### src/verilog/ide_host_params.svh
// Timing constants for the two-channel disk interface host
`ifndef IDE_HOST_PARAMS_SVH
`define IDE_HOST_PARAMS_SVH
`define CLK_PERIOD_NS 100
`define SETUP_NS 70
`define STROBE_NS 290
`define RECOVER_NS 240
`define SETUP_CYC ((`SETUP_NS + `CLK_PERIOD_NS - 1) / `CLK_PERIOD_NS)
`define STROBE_CYC ((`STROBE_NS + `CLK_PERIOD_NS - 1) / `CLK_PERIOD_NS)
`define RECOVER_CYC ((`RECOVER_NS + `CLK_PERIOD_NS - 1) / `CLK_PERIOD_NS)
`define RESET_HOLD_CYC 16
`endif

### src/verilog/ide_host_pkg.sv
// Types shared by the disk interface host files
`default_nettype none
package ide_host_pkg;
  typedef enum logic [1:0] {
    XFER_PIO,
    XFER_DMA,
    XFER_ULTRA
  } xfer_mode_t;

  typedef struct packed {
    logic write;
    logic cs3;
    logic [2:0] addr;
    logic [15:0] wdata;
  } cmd_t;

  typedef struct packed {
    logic [15:0] data_out;
    logic data_oe;
    logic [2:0] addr;
    logic cs1_n;
    logic cs3_n;
    logic rd_n;
    logic wr_n;
    logic grant_n;
  } pins_out_t;

  typedef struct packed {
    logic [15:0] data_in;
    logic ready;
    logic dma_request;
    logic interrupt_request;
  } pins_in_t;
endpackage
`default_nettype wire

### src/verilog/ide_channel.sv
// One independent disk interface channel engine
`include "ide_host_params.svh"
`default_nettype none
module ide_channel
  import ide_host_pkg::*;
#(
  parameter int SETUP_CYC = `SETUP_CYC,
  parameter int STROBE_CYC = `STROBE_CYC,
  parameter int RECOVER_CYC = `RECOVER_CYC
) (
  input wire logic i_clk,
  input wire logic i_nrst,
  input wire xfer_mode_t i_mode,
  input wire logic i_cmd_valid,
  input wire cmd_t i_cmd,
  output logic o_cmd_ready,
  output logic o_done,
  output logic [15:0] o_rdata,
  output logic o_irq,
  input wire pins_in_t i_pins,
  output pins_out_t o_pins
);
  // Counts are loaded minus one into an 8-bit counter
  if (SETUP_CYC < 1 || STROBE_CYC < 1 || RECOVER_CYC < 1 || STROBE_CYC > 255) begin : g_bad_timing
    $error("ide_channel: timing counts out of range");
  end

  typedef enum logic [2:0] {IDLE, SETUP, STROBE, WAIT_RDY, RECOVER} st_t;
  st_t st_q;
  st_t st_d;
  logic [7:0] cnt_q;
  cmd_t cmd_q;
  logic [15:0] rdata_q;
  logic done_q;
  pins_in_t sync1_q;
  pins_in_t sync2_q;

  ////////////////////////////////////////////////////////////
  // Pins are asynchronous to us: two flops before use
  always_ff @(posedge i_clk or negedge i_nrst) begin
    if (!i_nrst) begin
      sync1_q <= '0;
      sync2_q <= '0;
    end else begin
      sync1_q <= i_pins;
      sync2_q <= sync1_q;
    end
  end

  wire logic dma_mode = (i_mode != XFER_PIO);
  // Ultra reuses ready as a strobe, so ready never stretches it
  wire logic ready_ok = (i_mode == XFER_ULTRA) || sync2_q.ready;
  wire logic cnt_zero = (cnt_q == 8'h00);
  wire logic in_strobe = (st_q == STROBE) || (st_q == WAIT_RDY);
  // Strobes start only when DMA is requested in DMA modes
  wire logic go = i_cmd_valid && (!dma_mode || sync2_q.dma_request);
  assign o_cmd_ready = (st_q == IDLE) && (!dma_mode || sync2_q.dma_request);

  always_comb begin
    st_d = st_q;
    unique case (st_q)
      IDLE: if (go) st_d = SETUP;
      SETUP: if (cnt_zero) st_d = STROBE;
      STROBE: if (cnt_zero) st_d = WAIT_RDY;
      WAIT_RDY: if (ready_ok) st_d = RECOVER;
      RECOVER: if (cnt_zero) st_d = IDLE;
    endcase
  end

  always_ff @(posedge i_clk or negedge i_nrst) begin
    if (!i_nrst) begin
      st_q <= IDLE;
      cnt_q <= 8'h00;
      cmd_q <= '0;
      rdata_q <= 16'h0000;
      done_q <= 1'b0;
    end else begin
      st_q <= st_d;
      done_q <= (st_q == RECOVER) && cnt_zero;
      if (st_q == IDLE && go) begin
        cmd_q <= i_cmd;
        cnt_q <= 8'(SETUP_CYC - 1);
      end else if (st_q == SETUP && cnt_zero) begin
        cnt_q <= 8'(STROBE_CYC - 1);
      end else if (st_q == WAIT_RDY && ready_ok) begin
        cnt_q <= 8'(RECOVER_CYC - 1);
        if (!cmd_q.write) rdata_q <= sync2_q.data_in;
      end else if (!cnt_zero) begin
        cnt_q <= cnt_q - 8'h01;
      end
    end
  end

  assign o_done = done_q;
  assign o_rdata = rdata_q;
  assign o_irq = sync2_q.interrupt_request;

  always_comb begin
    o_pins.addr = cmd_q.addr;
    o_pins.cs1_n = !((st_q != IDLE) && !cmd_q.cs3);
    o_pins.cs3_n = !((st_q != IDLE) && cmd_q.cs3);
    o_pins.rd_n = !(in_strobe && !cmd_q.write);
    o_pins.wr_n = !(in_strobe && cmd_q.write);
    // Data driven from setup on, before the write strobe falls
    o_pins.data_oe = (st_q != IDLE) && cmd_q.write;
    o_pins.data_out = cmd_q.wdata;
    o_pins.grant_n = !(dma_mode && sync2_q.dma_request);
  end

  chk_write_data_first: assert property (@(posedge i_clk) disable iff (!i_nrst)
    !o_pins.wr_n |-> o_pins.data_oe && $past(o_pins.data_oe))
    else $error("write strobe without prior data");
  chk_ready_stretch: assert property (@(posedge i_clk) disable iff (!i_nrst)
    (st_q == WAIT_RDY && i_mode == XFER_PIO && !sync2_q.ready) |=> in_strobe)
    else $error("command ended while not ready");
  chk_grant_follows: assert property (@(posedge i_clk) disable iff (!i_nrst)
    (i_mode == XFER_DMA && sync2_q.dma_request) |-> !o_pins.grant_n)
    else $error("dma request not granted");
  chk_strobe_excl: assert property (@(posedge i_clk) disable iff (!i_nrst)
    !(!o_pins.rd_n && !o_pins.wr_n) && (o_pins.rd_n || !(o_pins.cs1_n && o_pins.cs3_n)))
    else $error("bad strobe or select");
  chk_select_one: assert property (@(posedge i_clk) disable iff (!i_nrst)
    !(!o_pins.cs1_n && !o_pins.cs3_n))
    else $error("both selects active");
endmodule
`default_nettype wire

### src/verilog/ide_host_channels.sv
// Two-channel disk interface host with shared drive reset
`include "ide_host_params.svh"
`default_nettype none
module ide_host_channels
  import ide_host_pkg::*;
(
  input wire logic i_clk,
  input wire logic i_nrst,
  input wire logic i_sys_reset_req,
  input wire xfer_mode_t i_primary_mode,
  input wire logic i_primary_cmd_valid,
  input wire cmd_t i_primary_cmd,
  output logic o_primary_cmd_ready,
  output logic o_primary_done,
  output logic [15:0] o_primary_rdata,
  output logic o_primary_irq,
  input wire pins_in_t i_primary_pins,
  output pins_out_t o_primary_pins,
  input wire xfer_mode_t i_secondary_mode,
  input wire logic i_secondary_cmd_valid,
  input wire cmd_t i_secondary_cmd,
  output logic o_secondary_cmd_ready,
  output logic o_secondary_done,
  output logic [15:0] o_secondary_rdata,
  output logic o_secondary_irq,
  input wire pins_in_t i_secondary_pins,
  output pins_out_t o_secondary_pins,
  output logic o_system_reset_out,
  output logic o_drive_reset_n
);
  logic [4:0] rst_cnt_q;
  logic sysrst_q;

  ////////////////////////////////////////////////////////////
  // Reset pulse stretched so slow drives see it
  always_ff @(posedge i_clk or negedge i_nrst) begin
    if (!i_nrst) begin
      rst_cnt_q <= 5'(`RESET_HOLD_CYC);
      sysrst_q <= 1'b1;
    end else begin
      if (i_sys_reset_req) rst_cnt_q <= 5'(`RESET_HOLD_CYC);
      else if (rst_cnt_q != 5'h00) rst_cnt_q <= rst_cnt_q - 5'h01;
      sysrst_q <= i_sys_reset_req || (rst_cnt_q != 5'h00);
    end
  end
  assign o_system_reset_out = sysrst_q;
  assign o_drive_reset_n = !sysrst_q;

  chk_drive_reset_inv: assert property (@(posedge i_clk) disable iff (!i_nrst)
    o_drive_reset_n == !o_system_reset_out)
    else $error("drive reset not inverse");
  chk_reset_stretch: assert property (@(posedge i_clk) disable iff (!i_nrst)
    i_sys_reset_req |=> o_system_reset_out [*8])
    else $error("system reset too short");

  // Channels share the clock, i_nrst and the system reset that blocks their commands
  ide_channel u_primary (
    .i_clk(i_clk),
    .i_nrst(i_nrst),
    .i_mode(i_primary_mode),
    .i_cmd_valid(i_primary_cmd_valid && !sysrst_q),
    .i_cmd(i_primary_cmd),
    .o_cmd_ready(o_primary_cmd_ready),
    .o_done(o_primary_done),
    .o_rdata(o_primary_rdata),
    .o_irq(o_primary_irq),
    .i_pins(i_primary_pins),
    .o_pins(o_primary_pins)
  );
  ide_channel u_secondary (
    .i_clk(i_clk),
    .i_nrst(i_nrst),
    .i_mode(i_secondary_mode),
    .i_cmd_valid(i_secondary_cmd_valid && !sysrst_q),
    .i_cmd(i_secondary_cmd),
    .o_cmd_ready(o_secondary_cmd_ready),
    .o_done(o_secondary_done),
    .o_rdata(o_secondary_rdata),
    .o_irq(o_secondary_irq),
    .i_pins(i_secondary_pins),
    .o_pins(o_secondary_pins)
  );
endmodule
`default_nettype wire

### config.mk
export PLATFORM = sky130hd
export DESIGN_NAME = ide_host_channels
export DESIGN_NICKNAME = d
export VERILOG_FILES = /design/src/verilog/ide_host_pkg.sv /design/src/verilog/ide_channel.sv /design/src/verilog/ide_host_channels.sv
export VERILOG_INCLUDE_DIRS = /design/src /design/src/verilog
export SDC_FILE = /design/constraint.sdc
export NUM_CORES = 1
export LEC_CHECK = 0
export ABC_AREA = 1
export BUFFER_PORTS_ARGS = -buffer_cell sky130_fd_sc_hd__buf_2
export CORE_MARGIN = 2
export CORE_UTILIZATION = 40
export CTS_CLUSTER_DIAMETER = 80
export DETAILED_ROUTE_END_ITERATION = 12
export HOLD_SLACK_MARGIN = 0.15
export PLACE_DENSITY = 0.68
export SLEW_MARGIN = 20
export SYNTH_ARGS = -nofsm -noshare
export SYNTH_HDL_FRONTEND = slang
export SYNTH_HIERARCHICAL = 1
export SYNTH_SLANG_ARGS = --single-unit
### constraint.sdc
create_clock -name i_clk -period 3.11 [get_ports i_clk]
set_clock_uncertainty 0.15 [all_clocks]
set_input_delay 0.1555 -clock i_clk [delete_from_list [all_inputs] [get_ports i_clk]]
set_output_delay 0.1555 -clock i_clk [all_outputs]
set_load 0.1 [all_outputs]
==> results of run 1 <==
## power by group
part / internal, mW / switching [mW] / total (mW)
combinational: 1.01 / 4.53 / 5.54
clock: 1.13 / 0.945 / 2.08
sequential: 2.93 / 0.386 / 3.32
total: 5.07 / 5.86 / 10.9
## sequential cells by signal, summed over array words and instances, names as in the netlist, 2 cells and up
| name | cells |
|---|---|
| u_secondary/cnt_q | 8 |
| u_secondary/st_q | 3 |
| u_secondary/cmd_q | 2 |
| rst_cnt_q | 5 |
| u_secondary/sync1_q | 19 |
| u_primary/st_q | 3 |
| u_primary/cnt_q | 8 |
| u_primary/o_pins | 19 |
| u_primary/sync2_q | 18 |
| u_secondary/o_rdata | 16 |
| u_primary/o_rdata | 16 |
| u_primary/sync1_q | 19 |
| u_primary/cmd_q | 2 |
| u_secondary/sync2_q | 18 |
| u_secondary/o_pins | 19 |
## worst max-delay path, stage by stage
cell,delay [ns]
sky130_fd_sc_hd__dlygate4sd3_1,0.54
sky130_fd_sc_hd__buf_2,0.13
sky130_fd_sc_hd__o21bai_1,0.29
sky130_fd_sc_hd__nand2_1,0.09
sky130_fd_sc_hd__dlygate4sd3_1,0.57
sky130_fd_sc_hd__a21oi_1,0.17
sky130_fd_sc_hd__dlygate4sd3_1,0.57
sky130_fd_sc_hd__nand3_1,0.07
sky130_fd_sc_hd__nand2_1,0.08
## worst max-delay path by stage
stage | to | from | cells after the start
finish | u_primary/st_q[1]$_DFFE_PN0P_ | i_primary_mode[0] | 9
global route | u_secondary/o_rdata[2]$_DFFE_PN0P_ | i_secondary_mode[0] | 9
CTS | u_primary/st_q[1]$_DFFE_PN0P_ | i_primary_mode[0] | 9
detailed placement | u_secondary/cmd_q[20]$_DFFE_PN0N_ | o_system_reset_out$_DFF_PN1_ | 4
global placement | u_secondary/cmd_q[20]$_DFFE_PN0N_ | o_system_reset_out$_DFF_PN1_ | 4
floorplan | o_primary_pins[0] | i_primary_mode[1] | 1
## layer usage
metal	GRT usage	share of wire	vias to the layer above	routed length, um
met4	0.0838	0.031	0	500
li1	-	-	2661	-
met1	0.214	0.41	2587	6560
met2	0.288	0.51	135	8180
met3	0.0426	0.043	37	693
met5	0	0	-	0
## what timing repair did
action / CTS / global route
setup endpoints to repair: 0 / 0
hold buffers: 90 / 0
resized for setup: 0 / 0
hold endpoints to repair: 180 / 0
## final cells by class
type / instances / area [um^2]
inverter: 50 / 188
clock buffer: 18 / 429
fill: 1503 / 8380
timing repair buffer: 274 / 1870
tap: 229 / 287
clock inverter: 13 / 143
sequential: 180 / 4510
multi-input combinational: 431 / 2040
## placed cells by master, fill, tap and decap left out, types with 3 or more instances in the layout
cell type,netlist,layout
sky130_fd_sc_hd__nand2_1,244,244
sky130_fd_sc_hd__dfrtp_1,178,178
sky130_fd_sc_hd__buf_2,4,177
sky130_fd_sc_hd__dlygate4sd3_1,0,90
sky130_fd_sc_hd__nand3_1,61,61
sky130_fd_sc_hd__nor2_1,50,50
sky130_fd_sc_hd__inv_1,31,31
sky130_fd_sc_hd__inv_2,19,19
sky130_fd_sc_hd__clkbuf_16,0,17
sky130_fd_sc_hd__o21ai_0,16,16
sky130_fd_sc_hd__nand2_2,12,12
sky130_fd_sc_hd__o21ai_1,6,6
sky130_fd_sc_hd__nor2_4,6,6
sky130_fd_sc_hd__nand4_1,5,5
sky130_fd_sc_hd__inv_8,0,4
sky130_fd_sc_hd__o21bai_1,4,4
sky130_fd_sc_hd__nand3_4,4,4
sky130_fd_sc_hd__buf_4,44,4
sky130_fd_sc_hd__nand3_2,3,3
sky130_fd_sc_hd__xor2_1,3,3
sky130_fd_sc_hd__ha_1,3,3
sky130_fd_sc_hd__inv_6,0,3
## logic make-up (layout without fill, tap and decap cells)
kind of cell	count (synthesis)	count (layout)
adders and majority gates	3	3
and+or+nand+nor	397	397
buffers and inverters	110	355
DFF	180	180
xor gates and xnor gates	3	3
AOI/OAI and AO/OA	28	28
## per-stage QoR
| step | std cells | util | hold WS [ns] |
|---|---|---|---|
| final | 1195 | 0.531 | 0.177 |
| after global routing | 1195 | 0.531 | 0.203 |
| after CTS | 1195 | 0.531 | 0.160 |
| after detailed placement | 1074 | 0.448 | 0.115 |
| after global placement | 1074 | 0.448 | 0.114 |
| after floorplan | 721 | - | -0.290 |
==> qor_table.md, run 1 <==
| Result | This run | Unit |
|:---|:---|:---|
| Outcome | finished clean | - |
| Transition time of the tightest slew-check pin | 0.858 | ns |
| Count of mapped cells out of synthesis | 721 | - |
| TritonCTS clock tree | done | - |
| Peak Freq | 405 | MHz |
| Unique masters post-synth | 29 | - |
| Xor and xnor fraction of the mapped netlist area | 0.00364 | - |
| Post-route ant nets | 0 | - |
| Post-synth net total | 813 | - |
| Share of flip-flops with an asynchronous set or reset | 1.00 | - |
| Number of cells traversed by the worst hold path | 7 | - |
| Worst Setup End Kind | flip-flop | - |
| Data arrival at the endpoint of the critical path | 2.67 | ns |
| Number of flip-flops and latches in the synthesized netlist | 180 | - |
| Class of the tightest hold or removal check | in -> reg | - |
| Average instance area after synthesis | 10.0 | um^2 |
| Share of synthesized area occupied by flip-flops and latches | 0.624 | - |
| GRT Resource Usage Total | 0.174 | - |
| Wire length per cell | 13.3 | um |
| Cts bufs inserted | 17 | - |
| Syn. warnings | 6 | - |
| Unrepaired setup endpoints after global routing | no | - |
| Number of antenna violations at the first check in global routing | 0 | - |
| Post-CTS setup buffer count | 0 | - |
| Die area | 0.0191 | mm^2 |
| Synth top area share | 0.617 | - |
| Post-Synth Simple-Gate Area | 0.254 | - |
| Total wirelength of the detailed-routed design | 15900 | um |
| Post-synthesis adder-cell area fraction | 0.00520 | - |
| Clock Root Buffer | sky130_fd_sc_hd__clkbuf_16 | - |
| Detailed-router iteration count before antenna repair | 5 | - |
| Compound-cell area share of the yosys netlist | 0.0208 | - |
| Setup violators final | 0 | - |
| Worst max-slew margin expressed relative to the limit | 0.428 | - |
| Fin crit share | 0.793 | - |
| Layout cell share with drive strength beyond 1 | 0.280 | - |
| Dpl cell area | 0.00799 | mm^2 |
| Wire length of the first global-routing pass | 26900 | um |
| Core Box Area | 0.0178 | mm^2 |
| Period minus WS final | 2.47 | ns |
| Crit path kind | in -> reg | - |
| Critical path launch point type | input pin | - |
| Worst VDD drop | 0.964 | mV |
| Number of global-route vias before repair | 5523 | - |
| Final Power | 10.9 | mW |
| Post-route DRC violation count | 0 | - |
| Crit-path max FO | 3 | - |
| Pleak | 5.06 | nW |
| Clock insertion delay at the later pin of the skew report | 0.42 | ns |
| Area leader, netlist | sky130_fd_sc_hd__dfrtp_1 | - |
| Max Transition Viols Final | 0 | - |
| Starting DRT DRC Count | 323 | - |
| Clock sink count | 180 | - |
| Num ports | 179 | - |
| Mapped Area | 0.00722 | mm^2 |
| Pre-CTS setup slack | 1.12 | ns |
| Number of port buffers | 178 | - |
| Commonest cells post-synth | sky130_fd_sc_hd__nand2_1, sky130_fd_sc_hd__dfrtp_1, sky130_fd_sc_hd__nand3_1, sky130_fd_sc_hd__nor2_1, sky130_fd_sc_hd__buf_4 | - |
| Final TNS setup | 0 | ns |
| Worst reg2reg path endpoint | u_primary/st_q[1]$_DFFE_PN0P_ | - |
| Maximum number of pins on one net before global-route repair | 94 | - |
| Clk slew on worst S/H paths | 0.07 | ns |
| Reg-to-reg startpoint | o_system_reset_out$_DFF_PN1_ | - |
| Global route total overflow | 0 | - |
| Chip height | 138 | um |
| Cells taking the most area after synthesis | sky130_fd_sc_hd__dfrtp_1, sky130_fd_sc_hd__nand2_1, sky130_fd_sc_hd__buf_4 | - |
| Crit path required time | 3.32 | ns |
| Area growth from synthesis to final layout | 31.1 | % |
| DP Wirelength | 10300 | um |
| Multiplexer share of the synthesized area | 0 | - |
| Worst-case register-to-register setup slack | 0.69 | ns |
| Final weighted congestion in routability-driven placement | 0.810 | - |
| Diodes inserted | 0 | - |
| Post-synth EDFFs | 0 | - |
| Level count of the clock H-tree | 4 | - |
| Worst Hold Endpoint | u_primary/st_q[0]$_DFFE_PN0P_ | - |
| Most frequently used cell type in the post-synthesis netlist | sky130_fd_sc_hd__nand2_1 | - |
| Max-cap violation count | 0 | - |
| Width of the die | 138 | um |
| Number of nets in the layout | 1046 | - |
| Routed vias | 5420 | - |
| Top flip-flop cell by instance count after synthesis | sky130_fd_sc_hd__dfrtp_1 | - |
| Main combinational cell family by area after synthesis | simple AND/OR/NAND/NOR gates | - |
| Power Density | 1160 | mW/mm^2 |
| Starting Density | 0.405 | - |
| Final hold viol count | 0 | - |
| Post-Layout Inst Area | 0.00947 | mm^2 |
| Number of cells on the worst reg-to-reg path | 7 | - |
| Vias per Instance | 4.54 | - |
| Row cnt | 49 | - |
| Hold wc startpoint | i_primary_mode[1] | - |
| Post-route setup slack | 0.643 | ns |
| Longest Clk Path Bufs | 2 | - |
No activity file was read; power rests on OpenSTA's default activity.
==> inputs of run 2 (changes only) <==
Settings changed: ABC_AREA 1 to 0.
Clock period 3.11 ns to 2.3 ns, I/O delays scaled along.
==> qor_table.md, run 2 <==
| Result | This run | Unit | Change |
|:---|:---|:---|:---|
| Outcome | finished clean | - |  |
| Crit-path max FO | 3 | - | unchanged |
| Number of antenna violations at the first check in global routing | 1 | - | +1 |
| Worst max-slew margin expressed relative to the limit | 0.656 | - | +0.229 |
| Final weighted congestion in routability-driven placement | 0.799 | - | -1.4% |
| Combinational group share of total power | 0.463 | - | -0.044 |
| Worst reg2reg path endpoint | u_primary/st_q[0]$_DFFE_PN0P_ | - |  |
| Most frequent cells in the layout | sky130_fd_sc_hd__dfrtp_1, sky130_fd_sc_hd__buf_2, sky130_fd_sc_hd__dlygate4sd3_1 | - |  |
| Clock sink count | 180 | - | unchanged |
| Launch point of the critical path | i_primary_mode[1] | - |  |
| Relative contribution of the clock network to total power | 0.212 | - | +0.022 |
| Critical path launch point type | input pin | - |  |
| Critical Path End | u_primary/st_q[0]$_DFFE_PN0P_ | - |  |
| Transition time of the tightest slew-check pin | 0.511 | ns | -0.347 ns |
| Starting Density | 0.410 | - | +0.00571 |
| Post-route ant nets | 0 | - | unchanged |
| Clk slew on worst S/H paths | 0.08 | ns | about the same |
| Switching portion of total power | 0.493 | - | -0.0431 |
| Longest Clk Path Bufs | 2 | - | unchanged |
| Starting DRT DRC Count | 232 | - | -28% |
| Width of the die | 134 | um | -2.8% |
| Fraction of power consumed by sequential logic | 0.325 | - | +0.021 |
| Most frequently used cell type in the post-synthesis netlist | sky130_fd_sc_hd__dfrtp_1 | - |  |
| Vias per Instance | 4.64 | - | +2.2% |
| Count of mapped cells out of synthesis | 466 | - | -35% |
| Core Box Area | 0.0166 | mm^2 | -7.0% |
| Chip height | 134 | um | -2.8% |
| Row cnt | 47 | - | -4.1% |
| Share of flip-flops with an asynchronous set or reset | 1.00 | - | unchanged |
| Area leader, netlist | sky130_fd_sc_hd__dfrtp_1 | - |  |
| Clock insertion delay at the later pin of the skew report | 0.43 | ns | about the same |
| Share of synthesized area occupied by flip-flops and latches | 0.662 | - | +0.0380 |
| Total wirelength of the detailed-routed design | 14400 | um | -9.8% |
| Syn. warnings | 6 | - | unchanged |
| Mapped Area | 0.00681 | mm^2 | -5.7% |
| Area growth from synthesis to final layout | 37.0 | % |  |
| Detailed-router iteration count before antenna repair | 6 | - | +1 |
| Class of the tightest hold or removal check | in -> reg | - |  |
| Wire length per cell | 15.1 | um | +13% |
| Wire length of the first global-routing pass | 23300 | um | -13% |
| Cells taking the most area after synthesis | sky130_fd_sc_hd__dfrtp_1, sky130_fd_sc_hd__mux2_2, sky130_fd_sc_hd__mux2_4 | - |  |
| Number of flip-flops and latches in the synthesized netlist | 180 | - | unchanged |
| Reg-to-reg startpoint | u_primary/sync2_q[1]$_DFF_PN0_ | - |  |
| Synth top area share | 0.655 | - | +0.0375 |
| Final hold viol count | 0 | - | unchanged |
| Number of cells on the worst reg-to-reg path | 6 | - | -1 |
| Num ports | 179 | - | unchanged |
| Max-cap violation count | 0 | - | unchanged |
| Post-synth EDFFs | 0 | - | unchanged |
| Final Power | 13.7 | mW | +25% |
| Worst Setup End Kind | flip-flop | - |  |
| Filler-free cell count of the finished design | 953 | - | -20% |
| Instance count after placement with tap cells included | 825 | - | -23% |
| Pleak | 4.66 | nW | -7.8% |
| Cts bufs inserted | 17 | - | unchanged |
| TritonCTS clock tree | done | - |  |
| Layout cell share with drive strength beyond 1 | 0.440 | - | +0.160 |
| Commonest non-fill, non-tap cell in the layout | sky130_fd_sc_hd__dfrtp_1 | - |  |
| Average instance area after synthesis | 14.6 | um^2 | +46% |
| GRT Resource Usage Total | 0.167 | - | -0.00731 |
| Unique masters post-synth | 43 | - | +48% |
| Peak Freq | 440 | MHz |  |
| Clock Root Buffer | sky130_fd_sc_hd__clkbuf_16 | - |  |
| Post-route DRC violation count | 0 | - | unchanged |
| DP Wirelength | 9320 | um | -9.9% |
| Unrepaired setup endpoints after global routing | no | - |  |
| Power Density | 1470 | mW/mm^2 | +27% |
| Fin crit share | 0.988 | - |  |
| Die area | 0.0181 | mm^2 | -5.6% |
| Net load switching power | 6.74 | mW | +15% |
| Commonest cells post-synth | sky130_fd_sc_hd__dfrtp_1, sky130_fd_sc_hd__mux2_2, sky130_fd_sc_hd__buf_4, sky130_fd_sc_hd__nor2_1, sky130_fd_sc_hd__mux2_4 | - |  |
| Period minus WS final | 2.27 | ns |  |
| Maximum number of pins on one net before global-route repair | 55 | - | -41% |
| Internal power | 6.94 | mW | +37% |
| Number of global-route vias before repair | 4674 | - | -15% |
| Worst VDD drop | 1.07 | mV | +11% |
| Data arrival at the endpoint of the critical path | 2.47 | ns | -0.20 ns |
| Top flip-flop cell by instance count after synthesis | sky130_fd_sc_hd__dfrtp_1 | - |  |
| Global route total overflow | 0 | - | unchanged |
| Hold wc startpoint | i_primary_pins[4] | - |  |
| Max Transition Viols Final | 0 | - | unchanged |
| Post-synth net total | 558 | - | -31% |
| Setup violators final | 0 | - | unchanged |
| Crit path required time | 2.50 | ns | -0.82 ns |
| Worst-case register-to-register setup slack | 0.05 | ns | -0.64 ns |
| Level count of the clock H-tree | 4 | - | unchanged |
| Number of port buffers | 178 | - | unchanged |
| Number of nets in the layout | 811 | - | -22% |
| Routed vias | 4419 | - | -18% |
| Crit path kind | in -> reg | - |  |
run 2: cell types whose count changed in the layout (fill, tap and decap cells not counted), moves of 8 or more:
cell                       change
sky130_fd_sc_hd__a21oi_1      +14
sky130_fd_sc_hd__nand2_2      -12
sky130_fd_sc_hd__inv_2        -19
sky130_fd_sc_hd__mux2_2       +56
sky130_fd_sc_hd__nand2_1     -230
sky130_fd_sc_hd__mux2_4       +20
sky130_fd_sc_hd__nand3_1      -59
sky130_fd_sc_hd__buf_4         +9
sky130_fd_sc_hd__nor2_1       -27
sky130_fd_sc_hd__nand2b_1      +8
sky130_fd_sc_hd__inv_1        -23
run 2: repair_timing:
action,in CTS,in global routing
pin swaps,0,2
endpoints found under the setup margin,8,6
hold buffers,94,0
gates resized for setup,3,5
endpoints found under the hold margin,276,0
buffers inserted,0,1
run 2: worst min-delay path by stage:
| stage | end | slack (ns) | cells past startpoint |
|---|---|---|---|
| 3_3_place_gp | u_secondary/o_pins[24]$_DFFE_PN0N_ | -0.08 | 1 |
| 6_report | u_primary/sync1_q[4]$_DFF_PN0_ | 0.17 | 2 |
| 5_1_grt | u_primary/sync1_q[4]$_DFF_PN0_ | 0.15 | 2 |
| 2_1_floorplan | rst_cnt_q[0]$_DFFE_PN0P_ | -0.33 | 0 |
| 3_5_place_dp | u_secondary/o_pins[23]$_DFFE_PN0N_ | -0.08 | 1 |
| 4_1_cts | u_primary/sync1_q[4]$_DFF_PN0_ | 0.15 | 2 |
run 2: cell families (layout without fill, tap and decap cells):
kind of cell,Yosys count,count (layout),share of synthesized area
AND/OR/NAND/NOR,96,96,0.0811
adder cells (fa/ha/maj),3,3,0.00552
XOR/XNOR,5,5,0.00644
other,0,1,0
multiplexers,78,78,0.140
buffers and inverters,59,325,0.0607
flip-flops,180,180,0.662
AO/OA/AOI/OAI,45,45,0.0443
run 2: per-stage QoR:
step                      setup slack, ns  cell area [um^2]  hold WS, ns  TNS, ns   util
after floorplan                     0.150              6810       -0.331        0      -
after global placement              0.196              7720      -0.0834        0  0.466
after detailed placement          -0.0174              7720      -0.0786  -0.0627  0.466
after CTS                          0.0319              9300        0.153        0  0.561
after global routing             0.000834              9320        0.151        0  0.562
final                              0.0280              9320        0.171        0  0.562
run 2: per-layer routing:
layer / track usage / share of wire
met5: 0 / 0
met4: 0.0608 / 0.017
met3: 0.0518 / 0.049
met1: 0.194 / 0.40
met2: 0.290 / 0.54
run 2: critical path: stages:
cell and delay [ns]:
sky130_fd_sc_hd__dlygate4sd3_1 0.54, sky130_fd_sc_hd__buf_2 0.14, sky130_fd_sc_hd__o21ba_2 0.22, sky130_fd_sc_hd__dlygate4sd3_1 0.57, sky130_fd_sc_hd__o21ai_2 0.12, sky130_fd_sc_hd__dlygate4sd3_1 0.55, sky130_fd_sc_hd__o21ai_0 0.07, sky130_fd_sc_hd__a21oi_1 0.14
run 2: area by class of cell:
class	count	area, um^2
diodes	1	2.50
flip-flops and latches	180	4510
clock buffers	17	425
multi-input cells	227	1910
well taps	220	275
fillers	1320	7260
clock inverters	15	188
repair buffers	285	1980
inverters	8	30.0
run 2: power by group through the flow:
stage / clock, mW / combinational [mW] / sequential [mW]
5_1_grt: 3.12 / 6.60 / 4.54
4_1_cts: 3.00 / 6.32 / 4.43
2_1_floorplan: 0 / 3.43 / 6.34
6_report: 2.90 / 6.33 / 4.45
3_3_place_gp: 0 / 6.05 / 4.42
3_5_place_dp: 0 / 6.14 / 4.47
